File: config.mk
export PLATFORM = sky130hd
export DESIGN_NAME = dtb_dma_xfer
export DESIGN_NICKNAME = d
export VERILOG_FILES = /design/src/dtb_buf2.v /design/src/dtb_holdoff.v /design/src/dtb_dma_xfer.v
export VERILOG_INCLUDE_DIRS = /design/src
export SDC_FILE = /design/constraint.sdc
export NUM_CORES = 1
export LEC_CHECK = 0
export ABC_CLOCK_PERIOD_IN_PS = 5290
export BUFFER_PORTS_ARGS = -buffer_cell sky130_fd_sc_hd__clkbuf_2
export CAP_MARGIN = 20
export CELL_PAD_IN_SITES_DETAIL_PLACEMENT = 1
export CELL_PAD_IN_SITES_GLOBAL_PLACEMENT = 2
export CORE_MARGIN = 1.5
export CORE_UTILIZATION = 32
export DETAILED_ROUTE_END_ITERATION = 10
export PLACE_DENSITY_LB_ADDON = 0.15
export SLEW_MARGIN = 20
export SYNTH_ARGS = -nofsm -noshare
export SYNTH_HDL_FRONTEND = slang
export SYNTH_SLANG_ARGS = --single-unit
File: constraint.sdc
create_clock -name CLK_I -period 5.29 [get_ports CLK_I]
set_input_delay 1.058 -clock CLK_I [delete_from_list [all_inputs] [get_ports CLK_I]]
set_output_delay 1.058 -clock CLK_I [all_outputs]
set_load 0.005 [all_outputs]
File: src/dtb_defs.vh
// constants for the dma transfer-type and bus-mode sequencer
`ifndef DTB_DEFS_VH
`define DTB_DEFS_VH
// bus-mode field encoding
`define DTB_BM_NORMAL 2'h0
`define DTB_BM_INT16 2'h1
`define DTB_BM_INT64 2'h2
`define DTB_BM_BURST 2'h3
// intermittent hold-off, in bus clocks
`define DTB_HOLD_SHORT 7'h10
`define DTB_HOLD_LONG 7'h40
// request kinds
`define DTB_REQ_AUTO 2'h0
`define DTB_REQ_EXT 2'h1
`define DTB_REQ_PERI 2'h2
// endpoint kinds
`define DTB_EP_ACKDEV 3'h0
`define DTB_EP_EXTMEM 3'h1
`define DTB_EP_MMIO 3'h2
`define DTB_EP_PERI 3'h3
`define DTB_EP_ONCHIP 3'h4
// transfer unit sizes
`define DTB_SZ_BYTE 2'h0
`define DTB_SZ_WORD 2'h1
`define DTB_SZ_LONG 2'h2
`define DTB_SZ_16B 2'h3
// address modes and acknowledge placement
`define DTB_AM_DUAL 1'h0
`define DTB_AM_SINGLE 1'h1
`define DTB_ACK_IN_READ 1'h0
`define DTB_ACK_IN_WRITE 1'h1
`endif

File: src/dtb_buf2.v
// two-entry data buffer with valid/ready on both sides
`timescale 1ns/10ps
module dtb_buf2 #(
   parameter WIDTH = 32
) (
   // clock and reset
   input wire clk_i,
   input wire rst_i,
   // fill side
   input wire in_valid_i,
   output wire in_ready_o,
   input wire [WIDTH-1:0] in_data_i,
   // drain side
   output wire out_valid_o,
   input wire out_ready_i,
   output wire [WIDTH-1:0] out_data_o
);
   reg [WIDTH-1:0] head_ff;
   reg [WIDTH-1:0] tail_ff;
   reg [1:0] count_ff;
   wire push;
   wire pop;

   assign in_ready_o = (count_ff != 2'h2);
   assign out_valid_o = (count_ff != 2'h0);
   assign out_data_o = head_ff;
   assign push = in_valid_i && in_ready_o;
   assign pop = out_valid_o && out_ready_i;

   // head is always the oldest word, so the drain side reads a flop
   always @(posedge clk_i)
   begin
      if (rst_i)
      begin
         count_ff <= 2'h0;
         head_ff <= {WIDTH{1'b0}};
         tail_ff <= {WIDTH{1'b0}};
      end
      else
      begin
         if (push && !pop)
            count_ff <= count_ff + 2'h1;
         else if (pop && !push)
            count_ff <= count_ff - 2'h1;
         if (pop)
         begin
            if (count_ff == 2'h2)
               head_ff <= tail_ff;
            else if (push)
               head_ff <= in_data_i;
            if (push && count_ff == 2'h2)
               tail_ff <= in_data_i;
         end
         else if (push)
         begin
            if (count_ff == 2'h0)
               head_ff <= in_data_i;
            else
               tail_ff <= in_data_i;
         end
      end
   end
endmodule

File: src/dtb_holdoff.v
// intermittent-mode hold-off counter
`timescale 1ns/10ps
`include "dtb_defs.vh"
module dtb_holdoff (
   // clock and reset
   input wire clk_i,
   input wire rst_i,
   // control
   input wire start_i,
   input wire long_i,
   output wire busy_o
);
   reg [6:0] cnt_ff;

   assign busy_o = (cnt_ff != 7'h0);

   always @(posedge clk_i)
   begin
      if (rst_i)
         cnt_ff <= 7'h0;
      else if (start_i)
         cnt_ff <= long_i ? `DTB_HOLD_LONG : `DTB_HOLD_SHORT;
      else if (cnt_ff != 7'h0)
         cnt_ff <= cnt_ff - 7'h1;
   end
endmodule

File: src/dtb_dma_xfer.v
// dma channel sequencer: dual/single address transfers and bus-release policy
// Function
// - dual mode does a source read cycle then a destination write cycle.
// - read data waits in an internal buffer until the write cycle drives it.
// - dual mode acknowledge strobe goes with read or write, per channel setting.
// - dual mode accepts auto, external pin and peripheral requests.
// - single mode is one cycle: acknowledge strobe plus memory address together.
// - single mode only ack device with external memory/mmio, external pin request.
// - only listed source/destination pairs allowed; others refused at start.
// - 16-byte units with a peripheral need longword-capable peripheral register.
// - each channel picks cycle-steal or burst from its bus-mode field.
// - cycle-steal normal releases bus after every unit, reacquires on request.
// - normal mode works with any request source and allowed endpoints.
// - intermittent waits 16 or 64 clocks after release before reacquiring.
// - after reacquiring in intermittent mode, a cache refill may defer transfer.
// - intermittent mode works with any request source and allowed endpoints.
// - burst keeps the bus and transfers while request stays high, until the end count is reached.
`timescale 1ns/10ps
`include "dtb_defs.vh"
module dtb_dma_xfer #(
   parameter AW = 32,
   parameter DW = 32,
   parameter CW = 16
) (
   // clock and reset
   input wire CLK_I,
   input wire RST_I,
   // channel control settings
   input wire ADDR_MODE_I,
   input wire ACK_SEL_I,
   input wire [1:0] BUS_MODE_SELECT_I,
   input wire [1:0] REQ_KIND_I,
   input wire [2:0] SRC_KIND_I,
   input wire [2:0] DST_KIND_I,
   input wire [1:0] UNIT_SIZE_I,
   input wire PERI_LONG_OK_I,
   input wire [AW-1:0] SRC_ADR_I,
   input wire [AW-1:0] DST_ADR_I,
   input wire [CW-1:0] XFER_CNT_I,
   // channel start and status
   input wire START_I,
   output wire BUSY_O,
   output reg DONE_O,
   output reg CFG_ERR_O,
   // request and cache refill
   input wire REQ_I,
   input wire REFILL_I,
   // bus mastership
   output wire BUS_REQ_O,
   input wire BUS_GNT_I,
   // bus cycle
   output wire CYC_O,
   output reg WE_O,
   output reg [AW-1:0] ADR_O,
   output wire [DW-1:0] DAT_O,
   input wire [DW-1:0] DAT_I,
   input wire ACK_I,
   output reg TRANSFER_ACK_STROBE_O
);
   localparam [6:0] ST_IDLE = 7'h01;
   localparam [6:0] ST_ARB = 7'h02;
   localparam [6:0] ST_RD = 7'h04;
   localparam [6:0] ST_WR = 7'h08;
   localparam [6:0] ST_SGL = 7'h10;
   localparam [6:0] ST_REL = 7'h20;
   localparam [6:0] ST_OFF = 7'h40;

   reg [6:0] state_ff;
   reg [6:0] nxt_state;
   reg [CW-1:0] remain_ff;
   reg [CW-1:0] nxt_remain;
   reg nxt_we;
   reg [AW-1:0] nxt_adr;
   reg nxt_tack;
   reg nxt_done;
   reg nxt_cfg_err;
   reg hold_start;
   reg cfg_ok;
   reg src_transfer_ack_strobe;
   reg dst_transfer_ack_strobe;
   wire buf_in_ready;
   wire buf_out_valid;
   wire buf_push;
   wire buf_pop;
   wire hold_busy;
   wire burst;
   wire intermittent;
   wire unit_done;
   wire last_unit;

   // decoded settings and launch values
   wire single_mode;
   wire ack_dev;
   wire hold_long;
   wire sgl_we;
   wire [AW-1:0] sgl_adr;
   wire rd_tack;
   wire wr_tack;
   wire count_zero;
   wire remain_zero;
   wire chain_unit;
   wire grant_usable;
   wire off_go;

   ////////////////////////////////////////////////////////////////////
   // bus-mode decode
   assign burst = (BUS_MODE_SELECT_I == `DTB_BM_BURST);
   assign intermittent = (BUS_MODE_SELECT_I == `DTB_BM_INT16) ||
                         (BUS_MODE_SELECT_I == `DTB_BM_INT64);

   ////////////////////////////////////////////////////////////////////
   // endpoint and request legality, checked once when the channel starts
   always @*
   begin
      src_transfer_ack_strobe = (SRC_KIND_I == `DTB_EP_ACKDEV);
      dst_transfer_ack_strobe = (DST_KIND_I == `DTB_EP_ACKDEV);
      cfg_ok = 1'b1;
      if (SRC_KIND_I > `DTB_EP_ONCHIP || DST_KIND_I > `DTB_EP_ONCHIP)
         cfg_ok = 1'b0;
      // ack device pairs only with external memory or mmio
      if (src_transfer_ack_strobe && !(DST_KIND_I == `DTB_EP_EXTMEM || DST_KIND_I == `DTB_EP_MMIO))
         cfg_ok = 1'b0;
      if (dst_transfer_ack_strobe && !(SRC_KIND_I == `DTB_EP_EXTMEM || SRC_KIND_I == `DTB_EP_MMIO))
         cfg_ok = 1'b0;
      if (SRC_KIND_I == `DTB_EP_ONCHIP)
         cfg_ok = 1'b0;
      if ((src_transfer_ack_strobe || dst_transfer_ack_strobe) && REQ_KIND_I != `DTB_REQ_EXT)
         cfg_ok = 1'b0;
      if (ADDR_MODE_I == `DTB_AM_SINGLE)
      begin
         if (!(src_transfer_ack_strobe || dst_transfer_ack_strobe) || REQ_KIND_I != `DTB_REQ_EXT)
            cfg_ok = 1'b0;
         if (UNIT_SIZE_I == `DTB_SZ_16B)
            cfg_ok = 1'b0;
      end
      else if (REQ_KIND_I > `DTB_REQ_PERI)
         cfg_ok = 1'b0;
      if (UNIT_SIZE_I == `DTB_SZ_16B && !PERI_LONG_OK_I &&
          (SRC_KIND_I == `DTB_EP_PERI || DST_KIND_I == `DTB_EP_PERI))
         cfg_ok = 1'b0;
      // normal and intermittent modes add no restriction of their own
   end

   ////////////////////////////////////////////////////////////////////
   // read data is parked here between the two cycles of a dual transfer
   assign buf_push = (state_ff == ST_RD) && ACK_I;
   assign buf_pop = (state_ff == ST_WR) && ACK_I;

   dtb_buf2 #(
      .WIDTH(DW)
   ) u_buf (
      .clk_i(CLK_I),
      .rst_i(RST_I),
      .in_valid_i(buf_push),
      .in_ready_o(buf_in_ready),
      .in_data_i(DAT_I),
      .out_valid_o(buf_out_valid),
      .out_ready_i(buf_pop),
      .out_data_o(DAT_O)
   );

   dtb_holdoff u_hold (
      .clk_i(CLK_I),
      .rst_i(RST_I),
      .start_i(hold_start),
      .long_i(hold_long),
      .busy_o(hold_busy)
   );

   ////////////////////////////////////////////////////////////////////
   // outputs that follow the state directly
   assign BUSY_O = (state_ff != ST_IDLE);
   assign BUS_REQ_O = (state_ff == ST_ARB) || (state_ff == ST_RD) ||
                      (state_ff == ST_WR) || (state_ff == ST_SGL);
   assign CYC_O = (state_ff == ST_RD) || ((state_ff == ST_WR) && buf_out_valid) ||
                  (state_ff == ST_SGL);
   assign unit_done = ((state_ff == ST_WR) && ACK_I && buf_out_valid) ||
                      ((state_ff == ST_SGL) && ACK_I);
   assign last_unit = (remain_ff == {{(CW-1){1'b0}}, 1'b1});

   ////////////////////////////////////////////////////////////////////
   // per-unit launch values, shared by the first unit and burst chaining
   assign single_mode = (ADDR_MODE_I == `DTB_AM_SINGLE);
   assign ack_dev = src_transfer_ack_strobe || dst_transfer_ack_strobe;
   // hold-off length follows the bus-mode field; only used when intermittent
   assign hold_long = (BUS_MODE_SELECT_I == `DTB_BM_INT64);
   // single mode writes memory when the ack device is the source
   assign sgl_we = src_transfer_ack_strobe;
   assign sgl_adr = src_transfer_ack_strobe ? DST_ADR_I : SRC_ADR_I;
   assign rd_tack = (ACK_SEL_I == `DTB_ACK_IN_READ) && ack_dev;
   assign wr_tack = (ACK_SEL_I == `DTB_ACK_IN_WRITE) && ack_dev;
   assign count_zero = (XFER_CNT_I == {CW{1'b0}});
   assign remain_zero = (remain_ff == {CW{1'b0}});
   // a dropped request ends the burst early, like a level request going idle
   assign chain_unit = burst && !last_unit && REQ_I;
   assign grant_usable = BUS_GNT_I && !(intermittent && REFILL_I);
   assign off_go = REQ_I && !hold_busy;

   ////////////////////////////////////////////////////////////////////
   // sequencer
   always @*
   begin
      nxt_state = state_ff;
      nxt_remain = remain_ff;
      nxt_we = WE_O;
      nxt_adr = ADR_O;
      nxt_tack = TRANSFER_ACK_STROBE_O;
      nxt_done = 1'b0;
      nxt_cfg_err = CFG_ERR_O;
      hold_start = 1'b0;
      if (unit_done)
         nxt_remain = remain_ff - {{(CW-1){1'b0}}, 1'b1};
      case (state_ff)
         ST_IDLE:
         begin
            nxt_tack = 1'b0;
            if (START_I)
            begin
               nxt_cfg_err = !cfg_ok || count_zero;
               if (cfg_ok && !count_zero)
               begin
                  nxt_remain = XFER_CNT_I;
                  nxt_state = ST_OFF;
               end
            end
         end
         ST_OFF:
         begin
            // hold-off must run out before the bus is asked for again
            if (off_go)
               nxt_state = ST_ARB;
         end
         ST_ARB:
         begin
            // a refill after reacquiring may push the transfer back
            if (grant_usable)
            begin
               if (single_mode)
               begin
                  nxt_state = ST_SGL;
                  nxt_we = sgl_we;
                  nxt_adr = sgl_adr;
                  nxt_tack = 1'b1;
               end
               else if (buf_in_ready)
               begin
                  nxt_state = ST_RD;
                  nxt_we = 1'b0;
                  nxt_adr = SRC_ADR_I;
                  nxt_tack = rd_tack;
               end
            end
         end
         ST_RD:
         begin
            if (ACK_I)
            begin
               nxt_state = ST_WR;
               nxt_we = 1'b1;
               nxt_adr = DST_ADR_I;
               nxt_tack = wr_tack;
            end
         end
         ST_WR, ST_SGL:
         begin
            if (unit_done)
            begin
               nxt_tack = 1'b0;
               nxt_we = 1'b0;
               // burst chains units on the bus it already owns
               if (chain_unit)
               begin
                  if (single_mode)
                  begin
                     nxt_state = ST_SGL;
                     nxt_we = sgl_we;
                     nxt_adr = sgl_adr;
                     nxt_tack = 1'b1;
                  end
                  else
                  begin
                     nxt_state = ST_RD;
                     nxt_adr = SRC_ADR_I;
                     nxt_tack = rd_tack;
                  end
               end
               else
                  nxt_state = ST_REL;
            end
         end
         ST_REL:
         begin
            // bus request is already low here: the other master gets the bus
            hold_start = intermittent && !remain_zero;
            if (remain_zero)
            begin
               nxt_done = 1'b1;
               nxt_state = ST_IDLE;
            end
            else
               nxt_state = ST_OFF;
         end
         default:
            nxt_state = ST_IDLE;
      endcase
   end

   always @(posedge CLK_I)
   begin
      if (RST_I)
      begin
         state_ff <= ST_IDLE;
         remain_ff <= {CW{1'b0}};
         WE_O <= 1'b0;
         ADR_O <= {AW{1'b0}};
         TRANSFER_ACK_STROBE_O <= 1'b0;
      end
      else
      begin
         state_ff <= nxt_state;
         remain_ff <= nxt_remain;
         WE_O <= nxt_we;
         ADR_O <= nxt_adr;
         TRANSFER_ACK_STROBE_O <= nxt_tack;
      end
   end

   // status flags kept apart so a refused start never disturbs the bus side
   always @(posedge CLK_I)
   begin
      if (RST_I)
      begin
         DONE_O <= 1'b0;
         CFG_ERR_O <= 1'b0;
      end
      else
      begin
         DONE_O <= nxt_done;
         CFG_ERR_O <= nxt_cfg_err;
      end
   end
endmodule

**Word level (Yosys, flattened, before mapping)**

Index checks and enable logic that the tools add are counted.

- RAM bits: 0
- Register bits: 132
- Input port bits: 134
- Bits in read-only memories: 0
- Logic and storage cells: 192
- Output and inout port bits: 71
- Memories kept: 0
- Latch bits: 0

- Eq/ne operators: 33
- Bitwise gates (word level): 2
- Reductions and logical operators: 72
- Multiply operators: 0
- Multiplexer cells: 67
- Shift operators: 0
- Divide/modulo/power cells: 0
- $add $sub $neg: 4
- Magnitude comparators: 3

Operator list:

| cell | number |
|---|---|
| 32-bit two-way mux | 17 |
| 32-bit case mux with 3 select lines | 1 |
| 7-bit two-way mux | 13 |
| 16-bit two-way mux | 4 |
| 7-bit case mux with 6 select lines | 1 |
| 16-bit zero test | 2 |
| 1-bit two-way mux | 26 |
| 1-bit logical AND | 23 |
| 2-bit != test, second input constant | 9 |
| 16-bit by 1-bit equality test with 1-bit output, second input constant | 1 |
| 16-bit by 1-bit subtractor with 16-bit output, second input constant | 1 |
| 1-bit logical OR | 14 |
| 3-bit by 2-bit equality test with 1-bit output, second input constant | 4 |
| 1-bit zero test | 12 |
| 2-bit nonzero test | 6 |
| 5-bit AND reduction | 2 |
| 2-bit equality test, second input constant | 4 |
| 7-bit by 1-bit equality test with 1-bit output, second input constant | 1 |
| 7-bit by 2-bit equality test with 1-bit output, second input constant | 1 |
| 7-bit by 3-bit equality test with 1-bit output, second input constant | 1 |
| 7-bit by 4-bit equality test with 1-bit output, second input constant | 1 |
| 7-bit by 5-bit equality test with 1-bit output, second input constant | 1 |
| 7-bit by 6-bit equality test with 1-bit output, second input constant | 1 |
| 7-bit equality test, second input constant | 1 |
| other kinds (26) | 34 |

**Longest topological paths before layout**

Gate-level depths: netlist of the first run.

- Word-level depth: 16
- Mapped depth: 13
- Mapped depth without buffers: 9

**Hierarchy**

From an unflattened synthesis of the first run, not the netlist that was laid out.

- Cell total of the unflattened synthesis: 740
- Area, all modules: 6,685.2 um^2

Modules (own cells, without submodules):

| module | instances | cells an instance | area each (um^2) | seq. area each (um^2) |
|---|---|---|---|---|
| dtb_dma_xfer | 1 | 383 | 3,273.1 | 1,181.1 |
| dtb_buf2 | 1 | 315 | 3,052.9 | 1,321.3 |
| dtb_holdoff | 1 | 42 | 359.1 | 140.1 |

**Worst setup path before layout of the first run**

Ideal clock, no wire load.

- Path kind: input-to-reg
- Start: in ACK_I
- End: reg u_buf.head_ff[0], in the netlist u_buf.out_data_o[0]
- Arrival: 3.259 ns
- Path slack: 1.946 ns
- Library setup time: 0.086 ns
- Cell stages on the path: 11
- Data required time: 5.204 ns
- Cells stage by stage: nand3b_1 -> clkbuf_1 -> clkbuf_1 -> or3_1 -> ha_1 -> nor4b_1 -> and3_1 -> clkbuf_1 -> clkbuf_1 -> nor2_1 -> a211oi_1

- Cells in the longest elaborated chain, start to end: 4
- Elaborated cells on any way between the ends: 9
- Those cells by class: 1 x mux; 8 x reduce/logical

RTL lines:

| element | RTL line | text |
|---|---|---|
| from (decl) | dtb_dma_xfer.v:57 | `input wire ACK_I,` |
| 1-bit logical AND, on equally long branches | dtb_dma_xfer.v:146, dtb_dma_xfer.v:147 |  |
| 1-bit logical AND, on equally long branches | dtb_buf2.v:27, dtb_buf2.v:28 |  |
| 2-bit nonzero test (no line) | -- |  |
| 3-bit AND reduction (no line) | -- |  |
| to (signal assigned) | dtb_buf2.v:36 | `head_ff <= {WIDTH{1'b0}};` |
| to (signal assigned) | dtb_buf2.v:48 | `head_ff <= tail_ff;` |
| to (signal assigned) | dtb_buf2.v:50 | `head_ff <= in_data_i;` |
| to (decl) | dtb_buf2.v:18 | `reg [WIDTH-1:0] head_ff;` |

Parallel ways exist; a longest one is shown, timed or not.
A chain may end at the register's enable or synchronous reset.

**Final worst setup path of the first run**

- Start: reg state_ff[4]
- End: out CYC_O

- Cells in the longest elaborated chain, start to end: 4
- Elaborated cells on any way between the ends: 6
- Those cells by class: 3 x eq/ne; 3 x reduce/logical

RTL lines:

| element | RTL line | text |
|---|---|---|
| from (decl) | dtb_dma_xfer.v:68 | `reg [6:0] state_ff;` |
| from (signal assigned) | dtb_dma_xfer.v:320 | `state_ff <= nxt_state;` |
| 7-bit by 4-bit equality test with 1-bit output | dtb_dma_xfer.v:175 | `assign CYC_O = (state_ff == ST_RD) \|\| ((state_ff == ST_WR) && buf_out_valid) \|\|` |
| 1-bit logical AND | dtb_dma_xfer.v:175 |  |
| 1-bit logical OR | dtb_dma_xfer.v:175 |  |
| 1-bit logical OR (*) | dtb_dma_xfer.v:175 |  |
| to (decl) | dtb_dma_xfer.v:52 | `output wire CYC_O,` |

Every way passes the cells marked *; elsewhere a longest branch is shown, timed or not.

==> qor.txt, run 1 <==
Outcome: completed
Antenna diodes: 0
Unrepaired setup endpoints after global routing: false
Sequential-to-total area share from yosys stat: 0.387
Max_cap viols: 0
Antenna violations before repair: 0
CTS tree: done
Worst-Skew Late Latency: 0.42 ns
Worst Hold Class: register to register
Synth Register Bits: 132
Routed WL per cell: 16.8 um
Cell taking the most area after synthesis: dfxtp_1
Crit path launch type: register
Critical path type: register to output port
Placer Congestion: 0.812
Num rows: 53
Period utilization: 0.642
Die height: 149 um
CTS H-tree lvls: 4
Starting Density: 0.326
Synth area leaders: dfxtp_1, mux2i_1, a211oi_1
Final Hold Viols: 0
Setup bufs post-CTS: 0
Final nets: 1090
Area Growth Syn to Fin: 26.3%
Routed wire length: 20.7 mm
IO Count: 205
Final setup vio count: 0
Post-synthesis simple-gate area fraction: 0.225
Via count: 6238
Finished Layout Cells: 1237
Dpl cells: 1205
DRT Pass-1 Iters: 4
Setup TNS: 0 ns
Synth Net Count: 914
Top cell type's share of synthesized area: 0.387
DR vias/cell: 5.04
Post-DP Area: 8030 um2
Synth Area in Adders: 0.0128
Tmin final: 3.40 ns
Worst setup EP type: output port
Synth warn: 0
Commonest non-fill, non-tap cell in the layout: clkbuf_2
Layout cell share with drive strength beyond 1: 0.291
Actual slew at the worst max-slew pin: 0.950 ns
CTS Buf Count: 17
EDFF count, synth: 0
Core Area: 21000 um2
Root Driver: clkbuf_16
Max clock buf depth: 2
CP required: 4.23 ns
CP Data Arrival Time: 2.34 ns
Lkg Pwr: 3.70 nW
Peak supply drop: 221 uV
Number of remaining DRC errors: 0
Rel. slew slack: 0.367
Starting DRT DRC Count: 168
Mux cell area share after synthesis: 0.161
Clock Sinks: 132
DPL Wire Length: 15.1 mm
Final core occ: 0.411
CP max FO: 19
Largest family of logic cells by synthesized area: simple AND/OR/NAND/NOR gates
Post-Synth XOR/XNOR Area: 0.0321
Post-route ant nets: 0
First-pass GRT wire length: 33.9 mm
Grt total ovfl: 0
Largest net degree at the start of global routing: 96
Main synth FF type: dfxtp_1
Overall Power: 0.00271 W
Post-synthesis cell area: 6820 um2
Port Buffer Count: 204
Hold_buf cts: 0
Skew final: 0.0112 ns
Vias in the first global route: 6644
Die Footprint: 22200 um2
GR Util All Layers: 0.193
CTS resizes: 0
Fin area: 8610 um2
Most frequent cells in the layout: clkbuf_2, dfxtp_1, nor2_1, nand2_1, mux2i_1
Ys async rst share: 0
Yosys cell types: 64
Pwr dens: 314 nW/um2
Max Slew Vio Count: 0
Fmax: 294 MHz
Post-Synthesis Cells: 773
Die width: 149 um
Avg Inst Size Synth: 8.82 um2
Worst-path clk slew: 0.06 ns
Synth Area in Compound Gates: 0.139
## cells in the mapped netlist, drive strengths merged, types with 2 or more instances
| cell type | number |
|---|---|
| nor4 | 15 |
| dfxtp | 132 |
| and3 | 3 |
| nor3b | 5 |
| a21boi | 2 |
| o2111ai | 2 |
| xnor2 | 21 |
| inv | 11 |
| o311ai | 2 |
| or4 | 5 |
| nor3 | 30 |
| nand2 | 79 |
| o211ai | 6 |
| nand4 | 4 |
| o21ai | 5 |
| a21oi | 40 |
| nor2b | 34 |
| or2 | 2 |
| nand3b | 5 |
| mux2i | 65 |
| or3 | 8 |
| o21a | 5 |
| nand3 | 5 |
| o2bb2ai | 2 |
| xor2 | 4 |
| nor4b | 7 |
| a211oi | 49 |
| and2 | 4 |
| nand2b | 9 |
| o32ai | 2 |
| o22ai | 3 |
| mux2 | 33 |
| ha | 7 |
| buf | 14 |
| clkbuf | 43 |
| nor2 | 89 |
| o211a | 2 |
| o31ai | 4 |
## layer usage
| metal | GRT usage | vias to the layer above | part of all wire |
|---|---|---|---|
| met4 | 0.0668 | 0 | 0.019 |
| met5 | 0 | - | 0 |
| met2 | 0.322 | 160 | 0.47 |
| met3 | 0.0602 | 29 | 0.070 |
| li1 | - | 3101 | - |
| met1 | 0.233 | 2948 | 0.44 |
## flip-flops by register name, summed over array words and instances, names as in the netlist
name                   count
ADR_O                     32
u_buf.out_data_o          32
u_buf.tail_ff             32
remain_ff                 16
state_ff                   7
u_hold.cnt_ff              7
u_buf.count_ff             2
CFG_ERR_O                  1
DONE_O                     1
TRANSFER_ACK_STROBE_O      1
WE_O                       1
## cells by family (layout without fill, tap and decap cells)
logic type,after synthesis,after routing
compound gates,134,134
xor+xnor,25,25
fa+ha+maj,7,7
buf+inv,68,257
flops,132,132
mux,98,98
simple gates,309,309
## area by class of cell
class                           instances  area, um2
Sequential cell                       132       2640
Inverter                               11       41.3
Multi-Input combinational cell        573       3900
Clock inverter                         15        160
Fill cell                            2551      12300
Clock buffer                           17        425
Tap cell                              275        344
Timing Repair Buffer                  214       1100
## worst max-delay path: stages, from the launching register on
cell and delay [ns]:
dfxtp_1 0.58, nand2b_1 0.29, o21a_1 0.65, nor2_1 0.08
o21a_1 0.19, clkbuf_2 0.12
## worst paths after layout
path,startpoint,endpoint,slack [ns],cells after the start
setup / recovery,state_ff[4],CYC_O,1.89,5
hold / removal,u_buf.tail_ff[9],u_buf.tail_ff[9],0.46,2
setup reg to reg,state_ff[1],u_buf.out_data_o[19],1.94,9
hold reg to reg,u_buf.tail_ff[9],u_buf.tail_ff[9],0.46,2
## power by group
part / switching, W / internal, W
clock network: 0.000532 / 0.000632
logic: 0.000273 / 0.000192
registers: 0.0000426 / 0.00103
## stage by stage
| stage | hold slack [ns] | setup slack, ns |
|---|---|---|
| after detailed placement | 0.450 | 1.87 |
| after floorplan | 0.436 | 1.95 |
| after global placement | 0.441 | 1.96 |
| after global routing | 0.487 | 1.60 |
| final | 0.457 | 1.89 |
| after CTS | 0.459 | 1.87 |
Note: power is estimated with default switching activity, not from simulation.
==> run 2: changes to the inputs <==
--- a/config.mk
+++ b/config.mk
@@ -6,13 +6,13 @@
 export SDC_FILE = /design/constraint.sdc
 export NUM_CORES = 1
 export LEC_CHECK = 0
-export ABC_CLOCK_PERIOD_IN_PS = 5290
+export ABC_CLOCK_PERIOD_IN_PS = 3000
 export BUFFER_PORTS_ARGS = -buffer_cell sky130_fd_sc_hd__clkbuf_2
 export CAP_MARGIN = 20
 export CELL_PAD_IN_SITES_DETAIL_PLACEMENT = 1
 export CELL_PAD_IN_SITES_GLOBAL_PLACEMENT = 2
 export CORE_MARGIN = 1.5
-export CORE_UTILIZATION = 32
+export CORE_UTILIZATION = 27
 export DETAILED_ROUTE_END_ITERATION = 10
 export PLACE_DENSITY_LB_ADDON = 0.15
 export SLEW_MARGIN = 20
==> constraint.sdc (replaced) <==
create_clock -name CLK_I -period 3 [get_ports CLK_I]
set_input_delay 0.6 -clock CLK_I [delete_from_list [all_inputs] [get_ports CLK_I]]
set_output_delay 0.6 -clock CLK_I [all_outputs]
set_load 0.005 [all_outputs]
==> run 2 against run 1 <==
Net effect:
- total power rose by 81%
- utilization fell by 5.0 points
- non-clock buffer count rose by 13
- final area rose by 2.9%
- first-iteration DRC count rose by 20%
- critical endpoint is now ADR_O[30]
==> qor.txt, run 2 (synthesized netlist as in run 1, its figures left out) <==
Antenna violations before repair: 0 (unchanged)
CP Data Arrival Time: 3.07 ns (+0.73 ns)
Routed wire length: 20.6 mm (-0.73%)
Setup bufs post-CTS: 0 (unchanged)
Fin area: 8860 um2 (+2.9%)
Routed WL per cell: 15.8 um (-5.5%)
CTS tree: done
Peak supply drop: 318 uV (+44%)
Filler cells: 2957 (+16%)
Switching share of total power: 0.309 (-0.00438)
Max clock buf depth: 2 (unchanged)
First-pass GRT wire length: 33.2 mm (-2.1%)
Max_cap viols: 0 (unchanged)
Final setup margin: 0.247 ns (-1.65 ns)
Starting DRT DRC Count: 201 (+20%)
Dpl cells: 1267 (+5.1%)
Rel. slew slack: 0.493 (+0.126)
Most frequent cells in the layout: clkbuf_2, dfxtp_1, nor2_1, nand2_1, mux2i_1
Hold slack: 0.396 ns (-0.0606 ns)
Outcome: completed
Max Slew Vio Count: 0 (unchanged)
Tmin final: 2.75 ns
Worst setup EP type: register
Antenna diodes: 0 (unchanged)
Final nets: 1103 (+1.2%)
Clock Sinks: 132 (unchanged)
Lkg Pwr: 3.80 nW (+2.6%)
Clock Power Share: 0.442 (+0.012)
Fmax: 363 MHz
Crit path launch type: register
Slowest-stage cell, CP: or4_4
Commonest non-fill, non-tap cell in the layout: clkbuf_2
Root Driver: clkbuf_16
DR vias/cell: 4.79 (-5.1%)
Setup TNS: 0 ns (unchanged)
CP max FO: 20 (+1)
Worst Hold Class: input pin to register
CTS resizes: 0 (unchanged)
DRT Pass-1 Iters: 4 (unchanged)
Final Hold Viols: 0 (unchanged)
Multi-input logic area: 3910 um2 (+0.22%)
Layout cell share with drive strength beyond 1: 0.301 (+0.00945)
CP cell instances: or4_4 > or3_1 > o311a_4 > o211ai_4 > buf_12 > mux2_4
CTS Buf Count: 17 (unchanged)
Int Pwr: 0.00338 W (+82%)
Final setup vio count: 0 (unchanged)
FF+latch area: 2640 um2 (unchanged)
Post-route ant nets: 0 (unchanged)
CTS H-tree lvls: 4 (unchanged)
CP required: 3.31 ns (-0.92 ns)
Actual slew at the worst max-slew pin: 0.761 ns (-0.189 ns)
Worst-Skew Late Latency: 0.43 ns (about the same)
Die Footprint: 26200 um2 (+18%)
Num rows: 57 (+7.5%)
Die width: 162 um (+8.7%)
Pre-CTS setup slack: 0.251 ns (-1.62 ns)
Grt total ovfl: 0 (unchanged)
Pwr dens: 552 nW/um2 (+76%)
Placer Congestion: 0.737 (-9.3%)
P_sw: 0.00151 W (+78%)
IO Count: 205 (unchanged)
Unrepaired setup endpoints after global routing: false
Reg power frac: 0.388 (-0.010)
Port Buffer Count: 204 (unchanged)
Combinational share of power: 0.170 (-0.002)
Hold_buf cts: 0 (unchanged)
Skew final: 0.0172 ns (+0.00596 ns)
Starting Density: 0.278 (-0.0475)
Worst-path clk slew: 0.08 ns (+0.02 ns)
Via count: 6217 (-0.34%)
Period utilization: 0.918
GR Util All Layers: 0.159 (-0.0333)
Post-DP Area: 8260 um2 (+2.9%)
Critical path type: register to register
Finished Layout Cells: 1299 (+5.0%)
Core Area: 24500 um2 (+17%)
Die height: 162 um (+8.7%)
Number of remaining DRC errors: 0 (unchanged)
Vias in the first global route: 6218 (-6.4%)
Area Growth Syn to Fin: 29.9%
Largest net degree at the start of global routing: 155 (+61%)
DPL Wire Length: 14.7 mm (-2.3%)
Worst path max stage delay: 0.55 ns (-0.10 ns)
==> run 2: power groups by stage <==
stage	combinational (W)	clock (W)	sequential [W]
5_1_grt	0.000944	0.00230	0.00191
6_report	0.000834	0.00216	0.00190
3_5_place_dp	0.000835	0	0.00194
2_1_floorplan	0.000546	0	0.00192
4_1_cts	0.000842	0.00223	0.00190
3_3_place_gp	0.000835	0	0.00194
==> run 2: area by class of cell <==
type | instances | share of cell area
clock inverter | 15 | 0.0202
multi-input combinational | 573 | 0.441
inverter | 11 | 0.00466
clock buffer | 17 | 0.0480
tap | 324 | 0.0457
sequential | 132 | 0.298
timing repair buffer | 227 | 0.142
==> run 2: worst paths after layout <==
kind / startpoint / slack, ns / endpoint / cells past startpoint
hold reg to reg: u_buf.tail_ff[27] / 0.46 / u_buf.tail_ff[27] / 2
hold / removal: DAT_I[20] / 0.40 / u_buf.tail_ff[20] / 3
setup / recovery: remain_ff[9] / 0.25 / ADR_O[30] / 6
setup reg to reg: remain_ff[9] / 0.25 / ADR_O[30] / 6
==> run 2: worst max-delay path: cells and delay by family, from the launching register on <==
kind	cells	cell delay, ns
mux	1	0.31
simple gates	2	0.91
buf+inv	1	0.26
flops	1	0.34
compound gates	2	0.80
==> run 2: stage by stage <==
stage                     total power [W]   util
final                             0.00489  0.361
after floorplan                   0.00246      -
after global routing              0.00515  0.361
after detailed placement          0.00277  0.337
after global placement            0.00277  0.337
after CTS                         0.00497  0.361
==> run 2: per-layer routing <==
metal | part of all wire | GRT usage
met1 | 0.48 | 0.212
met2 | 0.43 | 0.245
met3 | 0.079 | 0.0546
met4 | 0.010 | 0.0425
met5 | 0 | 0
